### src/hdl/aogc_pkg.sv
// Purpose: shared constants for converter offset and gain correction
// Assumes: 32-bit register port, byte offsets in steps of four
// Notes:   coefficient reset values and mode codes are top-level parameters
package aogc_pkg;
   localparam int unsigned ADDR_W    = 8;
   localparam int unsigned DATA_W    = 24;
   localparam int unsigned COEF_W    = 16;
   localparam int unsigned RES_W     = 16;
   localparam int unsigned MODE_W    = 3;
   localparam int unsigned CH_W      = 2;
   localparam int unsigned SF_W      = 7;
   localparam int unsigned FLT_W     = 16;
   localparam int unsigned MAX_CH    = 4;
   //////////////////////////////////////////////////////////////////////////////
   localparam logic [7:0]  REG_MODE   = 8'h00;
   localparam logic [7:0]  REG_FILTER = 8'h04;
   localparam logic [7:0]  REG_FLAGS  = 8'h08;
   localparam logic [7:0]  REG_RESULT = 8'h10;
   localparam logic [7:0]  REG_OFFSET = 8'h20;
   localparam logic [7:0]  REG_GAIN   = 8'h30;
   localparam logic [7:0]  REG_STRIDE = 8'h04;
   //////////////////////////////////////////////////////////////////////////////
   localparam int unsigned CAL_CHAN_LSB  = 4;
   localparam int unsigned FLT_CHOP_BIT  = 15;
   localparam int unsigned FLT_OBIN_BIT  = 14;
   localparam int unsigned FLAG_BUSY_BIT = 8;
   localparam logic [MODE_W-1:0] MODE_RST   = 3'h0;
   localparam logic [FLT_W-1:0]  FILTER_RST = 16'h0000;
   //////////////////////////////////////////////////////////////////////////////
   localparam logic [COEF_W-1:0] GAIN_SAT        = 16'hffff;
   localparam int unsigned       GAIN_FRAC       = 14;
   localparam int unsigned       OFFSET_SHIFT    = 8;
   localparam int unsigned       ROUND_SHIFT     = 22;
   localparam logic [DATA_W-1:0] FULL_SCALE_CODE = 24'h7fffff;
   localparam logic [2:0]        PERIODS_CHOP    = 3'h2;
   localparam logic [2:0]        PERIODS_NOCHOP  = 3'h3;
   localparam logic [1:0] INSEL_EXT  = 2'h0;
   localparam logic [1:0] INSEL_ZERO = 2'h1;
   localparam logic [1:0] INSEL_FULL = 2'h2;
   typedef enum logic [1:0] {
      CAL_IDLE = 2'b00,
      CAL_MEAS = 2'b01,
      CAL_DIV  = 2'b10
   } aogc_cal_e;
endpackage

### src/hdl/aogc_corrector.sv
// Purpose: chop averaging, offset removal, gain scaling, rounding, clamping
// Assumes: one filtered word per valid pulse, channel index below NCH
// Notes:   one register stage; avgData is the pre-offset value used by calibration
`timescale 1ns/1ps
module aogc_corrector #(
   parameter int unsigned NCH = 3
)(
   input  wire logic                          clk,
   input  wire logic                          reset_n,
   input  wire logic                          inValid,
   input  wire logic [aogc_pkg::CH_W-1:0]     inChan,
   input  wire logic [aogc_pkg::DATA_W-1:0]   inData,
   input  wire logic                          chop,
   input  wire logic                          offsetBinary,
   input  wire logic [aogc_pkg::COEF_W-1:0]   offsetCoef,
   input  wire logic [aogc_pkg::COEF_W-1:0]   gainCoef,
   output logic                               outValid,
   output logic [aogc_pkg::CH_W-1:0]          outChan,
   output logic [aogc_pkg::RES_W-1:0]         outData,
   output logic [aogc_pkg::DATA_W-1:0]        avgData
);
   import aogc_pkg::*;
   logic signed [DATA_W-1:0] prevReg [NCH];
   logic signed [DATA_W:0]   sum;
   logic signed [DATA_W-1:0] avg;
   logic signed [DATA_W+1:0] diff;
   logic signed [DATA_W+18:0] prod;
   logic signed [DATA_W+18:0] rnd;
   logic [RES_W-1:0]         clamped;

   function automatic logic [RES_W-1:0] clamp16(input logic signed [DATA_W+18:0] v);
      if (v > 43'sd32767)
         return 16'h7fff;
      else if (v < -43'sd32768)
         return 16'h8000;
      else
         return v[RES_W-1:0];
   endfunction

   always_comb begin
      sum     = {inData[DATA_W-1], inData} + {prevReg[inChan][DATA_W-1], prevReg[inChan]};
      avg     = chop ? sum[DATA_W:1] : inData;
      diff    = {{2{avg[DATA_W-1]}}, avg} - {{2{offsetCoef[COEF_W-1]}}, offsetCoef, 8'h00};
      prod    = diff * $signed({1'b0, gainCoef});
      rnd     = (prod + (43'sd1 <<< (ROUND_SHIFT - 1))) >>> ROUND_SHIFT;
      clamped = clamp16(rnd);
   end

   always_ff @(posedge clk) begin
      if (!reset_n) begin
         for (int i = 0; i < NCH; i++) prevReg[i] <= '0;
      end else if (inValid) begin
         prevReg[inChan] <= inData;
      end
   end

   always_ff @(posedge clk) begin
      if (!reset_n) begin
         outValid <= 1'b0;
         outChan  <= '0;
         outData  <= '0;
         avgData  <= '0;
      end else begin
         outValid <= inValid;
         if (inValid) begin
            outChan <= inChan;
            outData <= {clamped[RES_W-1] ^ offsetBinary, clamped[RES_W-2:0]};
            avgData <= avg;
         end
      end
   end
endmodule // aogc_corrector

### src/hdl/aogc_gain_div.sv
// Purpose: derives a gain coefficient as full scale over measured span
// Assumes: start is a single-cycle pulse while idle
// Notes:   one quotient bit per cycle; small or negative spans saturate
`timescale 1ns/1ps
module aogc_gain_div (
   input  wire logic                          clk,
   input  wire logic                          reset_n,
   input  wire logic                          start,
   input  wire logic signed [aogc_pkg::DATA_W:0] span,
   output logic                               done,
   output logic [aogc_pkg::COEF_W-1:0]        quotient
);
   import aogc_pkg::*;
   localparam logic [38:0] NUMER = {1'b0, FULL_SCALE_CODE, 14'h0000};
   logic [38:0] remReg;
   logic [38:0] dvsReg;
   logic [14:0] qReg;
   logic [3:0]  cntReg;
   logic        busyReg;
   logic        satReg;
   logic        ge;
   logic [39:0] spanFull;

   assign ge       = remReg >= dvsReg;
   assign spanFull = {span[DATA_W-1:0], 16'h0000};

   always_ff @(posedge clk) begin
      if (!reset_n) begin
         remReg  <= '0;
         dvsReg  <= '0;
         qReg    <= '0;
         cntReg  <= '0;
         busyReg <= 1'b0;
         satReg  <= 1'b0;
      end else if (start) begin
         remReg  <= NUMER;
         dvsReg  <= {span[DATA_W-1:0], 15'h0000};
         qReg    <= '0;
         cntReg  <= 4'hf;
         busyReg <= 1'b1;
         // the register is 16 bits, so a span too small cannot be represented
         satReg  <= span[DATA_W] || (spanFull <= {1'b0, NUMER});
      end else if (busyReg) begin
         if (ge) remReg <= remReg - dvsReg;
         dvsReg  <= dvsReg >> 1;
         qReg    <= {qReg[13:0], ge};
         cntReg  <= cntReg - 4'h1;
         busyReg <= cntReg != 4'h0;
      end
   end

   always_ff @(posedge clk) begin
      if (!reset_n) begin
         done     <= 1'b0;
         quotient <= '0;
      end else begin
         done <= busyReg && cntReg == 4'h0;
         if (busyReg && cntReg == 4'h0)
            quotient <= satReg ? GAIN_SAT : {qReg, ge};
      end
   end
endmodule // aogc_gain_div

### src/hdl/aogc_top.sv
// Purpose: result correction and automatic offset/gain calibration control
// Assumes: filter words arrive as single-cycle valid pulses with a channel index
// Notes:   registers reached over a plain strobe port, read data one cycle later
// Operation
// - average filter output when chopping
// - subtract channel offset before gain
// - multiply by channel gain coefficient
// - round to 16 bits, clamp, format
// - per-channel coefficients with factory reset values
// - coefficient writes only accepted while idle
// - calibration mode code starts automatic cycle
// - self calibration uses internal zero/full-scale
// - system calibration uses the external input
// - offset calibration three or two periods
// - gain calibration two stages, twice long
// - starting calibration aborts running conversion
// - single mode runs at programmed rate, then idle
// - filter control bit 15 enables chopping
// - gain coefficient exactly sixteen bits
// - reading channel 0 result clears flags
`timescale 1ns/1ps
module aogc_top #(
   parameter int unsigned NCH            = 3,
   parameter logic [15:0] FACTORY_OFFSET = 16'h0000,
   parameter logic [15:0] FACTORY_GAIN   = 16'h4000,
   parameter logic [2:0]  MODE_OFF       = 3'h0,
   parameter logic [2:0]  MODE_CONT      = 3'h1,
   parameter logic [2:0]  MODE_SINGLE    = 3'h2,
   parameter logic [2:0]  MODE_IDLE      = 3'h3,
   parameter logic [2:0]  MODE_SELF_OFF  = 3'h4,
   parameter logic [2:0]  MODE_SELF_GAIN = 3'h5,
   parameter logic [2:0]  MODE_SYS_OFF   = 3'h6,
   parameter logic [2:0]  MODE_SYS_GAIN  = 3'h7
)(
   input  wire logic                          clk,
   input  wire logic                          reset_n,
   input  wire logic [aogc_pkg::ADDR_W-1:0]   regAddr,
   input  wire logic [31:0]                   regWrData,
   input  wire logic                          regWr,
   input  wire logic                          regRd,
   output logic [31:0]                        regRdData,
   input  wire logic                          filtValid,
   input  wire logic [aogc_pkg::CH_W-1:0]     filtChan,
   input  wire logic [aogc_pkg::DATA_W-1:0]   filtData,
   output logic                               converterEnable,
   output logic                               chopEnable,
   output logic [aogc_pkg::SF_W-1:0]          rateSelect,
   output logic [1:0]                         calInput,
   output logic                               convAbort,
   output logic                               calBusy
);
   import aogc_pkg::*;

   generate
      if (NCH < 1 || NCH > MAX_CH) begin : g_bad_nch
         $error("aogc_top: NCH out of range");
      end
   endgenerate

   //////////////////////////////////////////////////////////////////////////////
   logic [MODE_W-1:0]  modeReg;
   logic [CH_W-1:0]    calChanReg;
   logic [FLT_W-1:0]   filterReg;
   logic [NCH-1:0]     readyReg;
   logic [NCH-1:0]     readySet;
   logic [RES_W-1:0]   resultReg [NCH];
   logic [COEF_W-1:0]  offsetReg [NCH];
   logic [COEF_W-1:0]  gainReg   [NCH];
   aogc_cal_e          calState;
   logic [2:0]         calCount;
   logic [2:0]         calTarget;
   logic               calGain;
   logic               calSelf;
   logic               abortReg;

   logic               chanOk;
   logic               corrValid;
   logic [CH_W-1:0]    corrChan;
   logic [RES_W-1:0]   corrData;
   logic [DATA_W-1:0]  corrAvg;
   logic               wrMode;
   logic               calStart;
   logic               calHit;
   logic               capture;
   logic               convOn;
   logic               rdClear;
   logic               divDone;
   logic [COEF_W-1:0]  divQuot;
   logic signed [DATA_W:0] gainSpan;
   logic [COEF_W-1:0]  curOffset;
   logic [COEF_W-1:0]  curGain;

   // codes as parameters, any encoding served
   function automatic logic isCal(input logic [MODE_W-1:0] m);
      return m == MODE_SELF_OFF || m == MODE_SELF_GAIN || m == MODE_SYS_OFF || m == MODE_SYS_GAIN;
   endfunction

   function automatic logic hitIdx(input logic [ADDR_W-1:0] a, input logic [7:0] base, input int unsigned i);
      return a == 8'(base + 8'(i) * REG_STRIDE);
   endfunction

   //////////////////////////////////////////////////////////////////////////////
   assign chanOk    = 32'(filtChan) < NCH;
   assign curOffset = chanOk ? offsetReg[filtChan] : '0;
   assign curGain   = chanOk ? gainReg[filtChan] : '0;
   assign wrMode    = regWr && regAddr == REG_MODE;
   assign calStart  = wrMode && calState == CAL_IDLE && isCal(regWrData[MODE_W-1:0]);
   assign calHit    = corrValid && corrChan == calChanReg;
   assign capture   = calState == CAL_MEAS && calHit && calCount == calTarget - 3'h1;
   assign convOn    = (modeReg == MODE_CONT || modeReg == MODE_SINGLE) && calState == CAL_IDLE;
   assign rdClear   = regRd && regAddr == REG_RESULT;
   // span against the stored cal-channel offset
   assign gainSpan  = {corrAvg[DATA_W-1], corrAvg}
                    - {offsetReg[calChanReg][COEF_W-1], offsetReg[calChanReg], 8'h00};

   assign converterEnable = modeReg != MODE_OFF;
   assign chopEnable      = filterReg[FLT_CHOP_BIT];
   assign rateSelect      = filterReg[SF_W-1:0];
   assign calBusy         = calState != CAL_IDLE;
   assign convAbort       = abortReg;

   //////////////////////////////////////////////////////////////////////////////
   // out-of-range channels never enter
   aogc_corrector #(
      .NCH          (NCH)
   ) u_corr (
      .clk          (clk),
      .reset_n      (reset_n),
      .inValid      (filtValid && chanOk),
      .inChan       (filtChan),
      .inData       (filtData),
      .chop         (filterReg[FLT_CHOP_BIT]),
      .offsetBinary (filterReg[FLT_OBIN_BIT]),
      .offsetCoef   (curOffset),
      .gainCoef     (curGain),
      .outValid     (corrValid),
      .outChan      (corrChan),
      .outData      (corrData),
      .avgData      (corrAvg)
   );

   // fed only by the last gain-stage word
   aogc_gain_div u_div (
      .clk      (clk),
      .reset_n  (reset_n),
      .start    (capture && calGain),
      .span     (gainSpan),
      .done     (divDone),
      .quotient (divQuot)
   );

   //////////////////////////////////////////////////////////////////////////////
   // mode writes are ignored while a calibration runs
   always_ff @(posedge clk) begin
      if (!reset_n) begin
         modeReg    <= MODE_RST;
         calChanReg <= '0;
      end else if ((capture && !calGain) || (calState == CAL_DIV && divDone)) begin
         modeReg <= MODE_IDLE;
      end else if (wrMode && calState == CAL_IDLE) begin
         modeReg    <= regWrData[MODE_W-1:0];
         calChanReg <= regWrData[CAL_CHAN_LSB +: CH_W];
      end else if (modeReg == MODE_SINGLE && corrValid && convOn) begin
         modeReg <= MODE_IDLE;
      end
   end

   always_ff @(posedge clk) begin
      if (!reset_n)
         filterReg <= FILTER_RST;
      else if (regWr && regAddr == REG_FILTER)
         filterReg <= regWrData[FLT_W-1:0];
   end

   always_ff @(posedge clk) begin
      if (!reset_n)
         abortReg <= 1'b0;
      else
         // only when a conversion was running
         abortReg <= calStart && convOn;
   end

   //////////////////////////////////////////////////////////////////////////////
   // period count is latched at start so a chop change mid-cycle cannot stretch it
   always_ff @(posedge clk) begin
      if (!reset_n) begin
         calState  <= CAL_IDLE;
         calCount  <= '0;
         calTarget <= '0;
         calGain   <= 1'b0;
         calSelf   <= 1'b0;
      end else begin
         case (calState)
            CAL_IDLE: begin
               if (calStart) begin
                  calState <= CAL_MEAS;
                  calCount <= '0;
                  calGain  <= regWrData[MODE_W-1:0] == MODE_SELF_GAIN
                           || regWrData[MODE_W-1:0] == MODE_SYS_GAIN;
                  calSelf  <= regWrData[MODE_W-1:0] == MODE_SELF_OFF
                           || regWrData[MODE_W-1:0] == MODE_SELF_GAIN;
                  calTarget <= (filterReg[FLT_CHOP_BIT] ? PERIODS_CHOP : PERIODS_NOCHOP)
                            << ((regWrData[MODE_W-1:0] == MODE_SELF_GAIN
                                 || regWrData[MODE_W-1:0] == MODE_SYS_GAIN) ? 1 : 0);
               end
            end
            CAL_MEAS: begin
               if (calHit)
                  calCount <= calCount + 3'h1;
               if (capture)
                  calState <= calGain ? CAL_DIV : CAL_IDLE;
            end
            CAL_DIV: begin
               if (divDone)
                  calState <= CAL_IDLE;
            end
            default: calState <= CAL_IDLE;
         endcase
      end
   end

   // self cycles pick an internal reference
   always_comb begin
      calInput = INSEL_EXT;
      if (calState != CAL_IDLE && calSelf)
         calInput = calGain ? INSEL_FULL : INSEL_ZERO;
   end

   //////////////////////////////////////////////////////////////////////////////
   always_ff @(posedge clk) begin
      if (!reset_n) begin
         for (int i = 0; i < NCH; i++) begin
            offsetReg[i] <= FACTORY_OFFSET;
            gainReg[i]   <= FACTORY_GAIN;
         end
      end else begin
         // cal result beats a same-cycle write
         for (int i = 0; i < NCH; i++) begin
            if (capture && !calGain && 32'(calChanReg) == i)
               offsetReg[i] <= corrAvg[DATA_W-1:OFFSET_SHIFT];
            else if (regWr && modeReg == MODE_IDLE && hitIdx(regAddr, REG_OFFSET, i))
               offsetReg[i] <= regWrData[COEF_W-1:0];
            if (calState == CAL_DIV && divDone && 32'(calChanReg) == i)
               gainReg[i] <= divQuot;
            else if (regWr && modeReg == MODE_IDLE && hitIdx(regAddr, REG_GAIN, i))
               gainReg[i] <= regWrData[COEF_W-1:0];
         end
      end
   end

   //////////////////////////////////////////////////////////////////////////////
   // a result register holds until software reads the channel 0 result; new words are dropped meanwhile
   always_comb begin
      readySet = '0;
      for (int i = 0; i < NCH; i++)
         readySet[i] = corrValid && convOn && 32'(corrChan) == i && !readyReg[i];
   end

   always_ff @(posedge clk) begin
      if (!reset_n) begin
         for (int i = 0; i < NCH; i++) resultReg[i] <= '0;
      end else begin
         for (int i = 0; i < NCH; i++)
            if (readySet[i]) resultReg[i] <= corrData;
      end
   end

   always_ff @(posedge clk) begin
      if (!reset_n)
         readyReg <= '0;
      else
         // channel-0 result read clears all
         readyReg <= (readyReg & ~{NCH{rdClear}}) | readySet;
   end

   //////////////////////////////////////////////////////////////////////////////
   always_ff @(posedge clk) begin
      if (!reset_n) begin
         regRdData <= '0;
      end else begin
         // unmapped or idle reads give zero
         regRdData <= '0;
         if (regRd) begin
            if (regAddr == REG_MODE)
               regRdData <= {26'h0, calChanReg, 1'b0, modeReg};
            else if (regAddr == REG_FILTER)
               regRdData <= {16'h0, filterReg};
            else if (regAddr == REG_FLAGS)
               regRdData <= {23'h0, calBusy, 8'(readyReg)};
            for (int i = 0; i < NCH; i++) begin
               if (hitIdx(regAddr, REG_RESULT, i)) regRdData <= {16'h0, resultReg[i]};
               if (hitIdx(regAddr, REG_OFFSET, i)) regRdData <= {16'h0, offsetReg[i]};
               if (hitIdx(regAddr, REG_GAIN, i))   regRdData <= {16'h0, gainReg[i]};
            end
         end
      end
   end
endmodule // aogc_top

### config.mk
export PLATFORM = sky130hd
export DESIGN_NAME = aogc_top
export DESIGN_NICKNAME = d
export VERILOG_FILES = /design/src/hdl/aogc_pkg.sv /design/src/hdl/aogc_corrector.sv /design/src/hdl/aogc_gain_div.sv /design/src/hdl/aogc_top.sv
export SDC_FILE = /design/constraint.sdc
export NUM_CORES = 2
export LEC_CHECK = 0
export BUFFER_PORTS_ARGS = -buffer_cell sky130_fd_sc_hd__buf_2
export CELL_PAD_IN_SITES_DETAIL_PLACEMENT = 2
export CELL_PAD_IN_SITES_GLOBAL_PLACEMENT = 2
export CORE_AREA = 2 2 303 380
export DETAILED_ROUTE_END_ITERATION = 10
export DIE_AREA = 0 0 305 382
export PLACE_DENSITY = 0.73
export SLEW_MARGIN = 20
export SYNTH_ARGS = -nofsm -noshare
export SYNTH_HDL_FRONTEND = slang
export SYNTH_SLANG_ARGS = --single-unit
### constraint.sdc
create_clock -name clk -period 27.6 [get_ports clk]
set_input_delay 1.38 -clock clk [delete_from_list [all_inputs] [get_ports clk]]
set_output_delay 1.38 -clock clk [all_outputs]
set_load 0.005 [all_outputs]
# Word level (Yosys, flattened, before mapping)
# Memories as Yosys holds them, arrays and structs flattened. A register that Yosys moved wholly into a read port is not among the register bits.
# Cells that the tools add are included.
[classes]
order_cmp = 5
shift = 1
mux = 117
bitwise_logic = 22
n_eq_ne = 30
addsub = 8
reduce_logical = 73
multipliers = 1
[ops]
columns = ["operator", "count"]
rows = [
  ["$mux W16", 31],
  ["$mux W37", 3],
  ["$mux W39", 2],
  ["$mux W1", 60],
  ["$sub A24 B24 Y25", 2],
  ["$eq A8 B6 Y1 const B", 6],
  ["$mux W24", 2],
  ["$add A43 B23 Y43 const B", 1],
  ["$mul A25 B17 Y42", 1],
  ["$le A40 B37 Y1 const B", 1],
  ["$ge A39 B39 Y1", 1],
  ["$sub A39 B39 Y39", 1],
  ["$logic_and A1 B1 Y1", 38],
  ["$add A24 B24 Y25", 1],
  ["$eq A8 B5 Y1 const B", 3],
  ["$reduce_or A24 Y1", 1],
  ["$gt A21 B16 Y1 const B", 1],
  ["$lt A21 B16 Y1 const B", 1],
  ["$mux W2", 10],
  ["$or A1 B1 Y1", 15],
  ["$reduce_or A13 Y1", 1],
  ["$eq A3 B3 Y1 const B", 4],
  ["$mux W3", 4],
  ["$reduce_and A2 Y1", 5],
  ["other kinds (34)", 62],
]
[totals]
in_bits = 71
output_inout_bits = 45
ram_bits = 216
ff_bits = 226
elab_cells = 288
memories = 4
[memory_table]
columns = ["memory", "depth", "width", "rd", "rd_ports_with_merged_regs", "write_ports", "line", "source"]
rows = [
  ["u_corr.prevReg", 3, 24, 1, 0, 3, "aogc_corrector.sv:23", "logic signed [DATA_W-1:0] prevReg [NCH];"],
  ["gainReg", 3, 16, 4, 0, 3, "aogc_top.sv:68", "logic [COEF_W-1:0] gainReg [NCH];"],
  ["offsetReg", 3, 16, 5, 1, 3, "aogc_top.sv:67", "logic [COEF_W-1:0] offsetReg [NCH];"],
  ["resultReg", 3, 16, 3, 0, 3, "aogc_top.sv:66", "logic [RES_W-1:0] resultReg [NCH];"],
]

# Longest topological paths before layout
[logic_depth]
depth_word = 13
depth_mapped = 58

# By module
# A second synthesis with hierarchy kept.
[hier_totals]
cells_unflattened = 4564
area_unflattened_um2 = 41858.9
[by_module_without_submodules]
columns = ["module", "cells_per_inst", "area_each_um2", "n_inst", "seq_area_each_um2"]
rows = [
  ["aogc_corrector", 2483, 23284.8, 1, 3743.6],
  ["aogc_top", 1184, 11483.5, 1, 5365.1],
  ["aogc_gain_div", 897, 7090.6, 1, 2322.2],
]

# Worst setup path after synthesis
# Ideal clock, no wire load.
[synth_timing]
path_type = "in2reg"
from = "input port filtChan[0] (netlist name)"
to = "register u_corr.outData[10] (netlist name)"
required_ns = 27.481
path_slack_ns = 13.549
path_buffers = 7
arrival_ns = 13.931
setup_ns = 0.119
path_stages = 53
cell_sequence = "buf_6 -> clkbuf_1 -> buf_1 -> mux4_2 -> ha_1 -> o21a_1 -> o21a_1 -> o2bb2ai_2 -> o21bai_1 -> a21oi_1 -> o21bai_1 -> a21oi_1 -> xnor2_1 -> mux2i_1 -> ha_1 -> fa_1 -> nor2b_1 -> o21ai_0 -> [17 not listed] -> xnor2_1 -> fa_1 -> fa_1 -> fa_1 -> ha_1 -> clkbuf_1 -> nand3_1 -> nor3_1 -> or3_1 -> o21ai_0 -> o31ai_2 -> a21oi_1 -> xnor2_1 -> nor4b_1 -> o211ai_2 -> a31oi_4 -> buf_6 -> a21oi_1"
[synth_via]
elab_chain_len = 9
elab_cells_between_ends = 16
classes_between = "3 x add/sub; 1 x mul; 3 x order compare; 5 x mux; 1 x reduce/logical; 3 x memory"
[synth_lines]
columns = ["item", "line", "source"]
rows = [
  ["start, declared", "aogc_top.sv:43", "input wire logic [aogc_pkg::CH_W-1:0] filtChan,"],
  ["$mem_v2 Z3 W24", "--", ""],
  ["$add A24 B24 Y25", "aogc_corrector.sv:41", "sum = {inData[DATA_W-1], inData} + {prevReg[inChan][DATA_W-1], prevReg[inChan]};"],
  ["$mux W24", "aogc_corrector.sv:42", "avg = chop ? sum[DATA_W:1] : inData;"],
  ["$sub A24 B24 Y25", "aogc_corrector.sv:43", "diff = {{2{avg[DATA_W-1]}}, avg} - {{2{offsetCoef[COEF_W-1]}}, offsetCoef, 8'h00};"],
  ["$mul A25 B17 Y42", "aogc_corrector.sv:44", "prod = diff * $signed({1'b0, gainCoef});"],
  ["$add A43 B23 Y43", "aogc_corrector.sv:45", "rnd = (prod + (43'sd1 <<< (ROUND_SHIFT - 1))) >>> ROUND_SHIFT;"],
  ["$lt A21 B16 Y1", "aogc_corrector.sv:34", "else if (v < -43'sd32768)"],
  ["$mux W16", "aogc_corrector.sv:34", ""],
  ["$mux W16", "aogc_corrector.sv:32", "if (v > 43'sd32767)"],
  ["end signal, assigned", "aogc_corrector.sv:67", "outData <= {clamped[RES_W-1] ^ offsetBinary, clamped[RES_W-2:0]};"],
  ["end, declared", "aogc_corrector.sv:19", "output logic [aogc_pkg::RES_W-1:0] outData,"],
]
# Several ways; a longest one is shown, not always the timed one.
# A chain may end at the register's enable or synchronous reset.

# Worst setup path in the final report
[layout_timing]
from = "input port filtChan[0] (netlist name)"
to = "register u_corr.outData[5] (netlist name)"
[layout_via]
elab_chain_len = 9
elab_cells_between_ends = 16
classes_between = "3 x add/sub; 1 x mul; 3 x order compare; 5 x mux; 1 x reduce/logical; 3 x memory"
[layout_lines]
columns = ["item", "line", "source"]
rows = [
  ["$mem_v2 Z3 W24 *", "--", ""],
  ["$add A24 B24 Y25 *", "aogc_corrector.sv:41", ""],
  ["$mux W24 *", "aogc_corrector.sv:42", ""],
  ["net u_corr.avg[9]", "aogc_corrector.sv:25", "logic signed [DATA_W-1:0] avg;"],
  ["$sub A24 B24 Y25 *", "aogc_corrector.sv:43", ""],
  ["$mul A25 B17 Y42 *", "aogc_corrector.sv:44", ""],
  ["$add A43 B23 Y43 *", "aogc_corrector.sv:45", ""],
  ["$lt A21 B16 Y1", "aogc_corrector.sv:34", ""],
  ["$mux W16", "aogc_corrector.sv:34", ""],
  ["$mux W16 *", "aogc_corrector.sv:32", ""],
]
# The timed path passes the listed nets; every way through them passes the cells marked *.

==> summary.txt <==
Die
  – Die area: 0.117 sq mm
  – Die H: 382 um
  – Die X: 305 um
  – Core ar.: 0.113 sq mm
  – IO Pins: 116
  – Row Count: 138
  – Initial Util: 34.8%

STA
  – Final Hold Fails: 0
  – Slew Limit Fails: 0
  – Fmax: 63.8 MHz
  – Slew headroom: 17.5%
  – Post-route minimum period: 15.68 ns
  – Final period utilization: 56.8%
  – Clk_skew: 0.0445 ns
  – RSZ-0062 raised after global routing: false
  – Setup TNS: 0 ns
  – Final setup vio count: 0
  – Worst-Margin Slew: 1.23 ns

Routing
  – Met2 wire len: 74800 um
  – WL/cell: 25.3 um
  – Final WL: 148000 um
  – Via count: 32100
  – Iter 0 DRT Violations: 2077
  – Post-route ant nets: 0
  – Max layer used: met5
  – First-pass iteration count of the detailed router: 7
  – DR WL met3: 7610 um
  – Drt drc: 0
  – Met1 wire length: 58100 um
  – Vias per Instance: 5.50

Place
  – I/O Buffers: 83
  – GP Congestion: 0.887
  – HPWL Detailed: 113000 um

Global route
  – Pin count of the biggest net entering global routing: 66
  – First-pass GRT wire length: 226000 um
  – Vias in the first global route: 36200
  – Initial antenna violation count: 11
  – GRT Total Usage: 25.5%
  – Total grt overflow: 0

Synthesis
  – Register area share after synthesis: 29.2%
  – Mapped cell area: 0.0392 sq mm
  – Ys Warns: 0
  – Netlist cell types: 108
  – Top FF cell, synth: edfxtp_1
  – Area share of the largest cell type after synthesis: 19.6%
  – FF+latch count, synth: 451
  – Post-synth EDFFs: 240
  – Synth area leader: fa_1
  – Top post-synthesis cells by area: fa_1 20%, edfxtp_1 18%, dfxtp_1 11%
  – Async set-reset flop share out of synthesis: 0%
  – Mapped Cells: 4287
  – Syn Area/Cell: 9.14 sq um

Clock network
  – Worst-case clock buffer depth: 3
  – Worst-skew pair later-pin latency: 0.68 ns
  – CTS clk-pin slew, worst paths: 0.06 ns
  – CTS tree: built
  – Sinks on Clock Net: 451
  – H-tree depth: 2
  – Resized Gates After CTS: 0
  – Post-CTS repair timing setup buffer count: 0
  – CTS Buf Count: 55
  – # hold bufs at CTS: 0
  – Clk Tree Root Cell: clkbuf_16

Power and ir drop
  – Clock share of power: 12.1%
  – Power density cells: 144 mW/mm^2
  – Static Leak: 0.0183 uW
  – Final Power: 6220 uW
  – Sw Ratio: 52.8%
  – Internal cell power: 2940 uW
  – Combinational power share: 75.7%
  – Reg power frac: 12.2%
  – Max IR drop VDD: 0.152 mV
  – P_sw: 3280 uW

Finish
  – Final nets: 4978
  – Layout area overhead: 10.2%
  – Filler cell count: 12400
  – Ratio of cells with drive above 1 in the final layout: 8.54%

Outcome
  – Run status: completed

Critical path
  – CP endpoint kind: register
  – Worst Path Arrival: 16.27 ns
  – Slowest stage cell, crit path: xor2_1
  – Largest stage delay on the critical path: 0.76 ns
  – Crit path max fanout: 40
  – Worst Setup Start Kind: input pin
  – Worst path most repeated cell: fa_1
  – Crit Path Class: input pin to register
  – Req. time, crit path: 28.19 ns

Job
  – Max-cap violations: 0

Worst hold path
  – Path category of the worst min-delay check: register to register
[per-stage QoR]
stage          cell area (sq um)  worst slack [ns]  util, %  hold slack (ns)  std cells
3_3_place_gp               41300             11.77     36.6            0.451       5732
2_1_floorplan              39300             13.55        -            0.436       4326
4_1_cts                    43200             11.94     38.3            0.472       5836
5_1_grt                    43200             10.97     38.3            0.498       5837
6_report                   43200             11.92     38.3            0.470       5842
3_5_place_dp               41300             11.25     36.6            0.465       5732
[registers in the layout, summed over array words and instances (netlist names), 2 cells and up, named ones only]
signal          cells
calChanReg          2
calCount            3
calState            2
calTarget           3
filterReg          16
gainReg            48
modeReg             3
offsetReg          48
readyReg            3
regRdData          16
resultReg          48
u_corr.avgData     24
u_corr.outChan      2
u_corr.outData     16
u_corr.prevReg     96
u_div.cntReg        4
u_div.dvsReg       39
u_div.qReg         15
u_div.quotient     16
u_div.remReg       39
[worst max-delay path: cells and delay by family]
| family | cells | cell delay (ns) |
|---|---|---|
| XOR/XNOR | 3 | 1.39 |
| buffers and inverters | 6 | 1.01 |
| AO/OA/AOI/OAI | 17 | 4.48 |
| AND/OR/NAND/NOR | 13 | 3.07 |
| multiplexers | 1 | 0.61 |
| adder cells (fa/ha/maj) | 9 | 4.28 |
[power by group through the flow]
| stage | logic (uW) | clock network, uW | registers, uW |
|---|---|---|---|
| after global routing | 5270 | 794 | 760 |
| final | 4710 | 755 | 758 |
| after CTS | 4750 | 770 | 758 |
| after floorplan | 3390 | 0 | 760 |
| after detailed placement | 4690 | 0 | 772 |
| after global placement | 4550 | 0 | 770 |
[cells in the final DEF, fill, tap and decap left out, types with 41 or more instances in the layout]
cell type  instances
mux2i_1           93
inv_1            540
buf_2             82
nor2_1           434
a21oi_1          290
nand2b_1          42
a211oi_1          41
fa_1             384
nand2_1          529
and2_1           113
dfxtp_1          209
clkbuf_16         56
xnor2_1           90
a21o_1            66
xor2_1            45
o21ai_0          146
nand3_1           71
ha_1             203
buf_4             73
edfxtp_1         240
nor3_1            43
[final timing paths]
check / slack, ns / startpoint / endpoint / cells after the start
worst max-delay path: 11.92 / filtChan[0] / u_corr.outData[5] / 49
worst max register to register: 13.07 / u_corr.prevReg[3][2] / u_corr.outData[5] / 48
worst min register to register: 0.47 / filterReg[8] / filterReg[8] / 2
worst min-delay path: 0.47 / filterReg[8] / filterReg[8] / 2
[cell usage after synthesis, drive strengths merged (19+ instances only)]
| cell type | n |
|---|---|
| edfxtp | 240 |
| xnor2 | 93 |
| a211oi | 42 |
| nor3 | 46 |
| buf | 50 |
| ha | 203 |
| a22oi | 34 |
| nor2 | 438 |
| mux2i | 98 |
| o211ai | 25 |
| a31oi | 19 |
| a22o | 32 |
| a21o | 66 |
| clkbuf | 169 |
| dfxtp | 211 |
| and2 | 114 |
| mux4 | 24 |
| o21ai | 155 |
| and3 | 28 |
| fa | 384 |
| nand2 | 532 |
| nor2b | 32 |
| nand2b | 44 |
| xor2 | 47 |
| a21oi | 298 |
| inv | 542 |
| nand3 | 74 |
[logic make-up (layout without fill, tap and decap cells)]
kind of cell | after synthesis | in the layout | synth area share [%]
multiplexers | 138 | 138 | 4.34
flip-flops | 451 | 451 | 29.2
AO/OA/AOI/OAI | 818 | 818 | 13.6
XOR/XNOR | 140 | 140 | 3.20
AND/OR/NAND/NOR | 1387 | 1387 | 15.9
adder cells (fa/ha/maj) | 590 | 590 | 26.2
other | 1 | 45 | 0.00957
buffers and inverters | 762 | 803 | 7.61
[metal layers]
layer	vias to the layer above	global-route usage (%)
li1	14300	-
met1	16700	29.9
met2	818	45.9
met3	297	3.62
met4	8	11.9
met5	-	0
[cell type report]
type                    count  area [sq um]  area share (%)
inverters                 543          2040            4.73
clock buffers              74          1550            3.58
diodes                      5          12.5          0.0290
multi-input cells        3113         25100            58.0
clock inverters            30           312           0.721
flip-flops and latches    451         11400            26.5
repair buffers            156           970            2.24
well taps                1470          1840            4.26
Power figures use the tool's default switching activity.
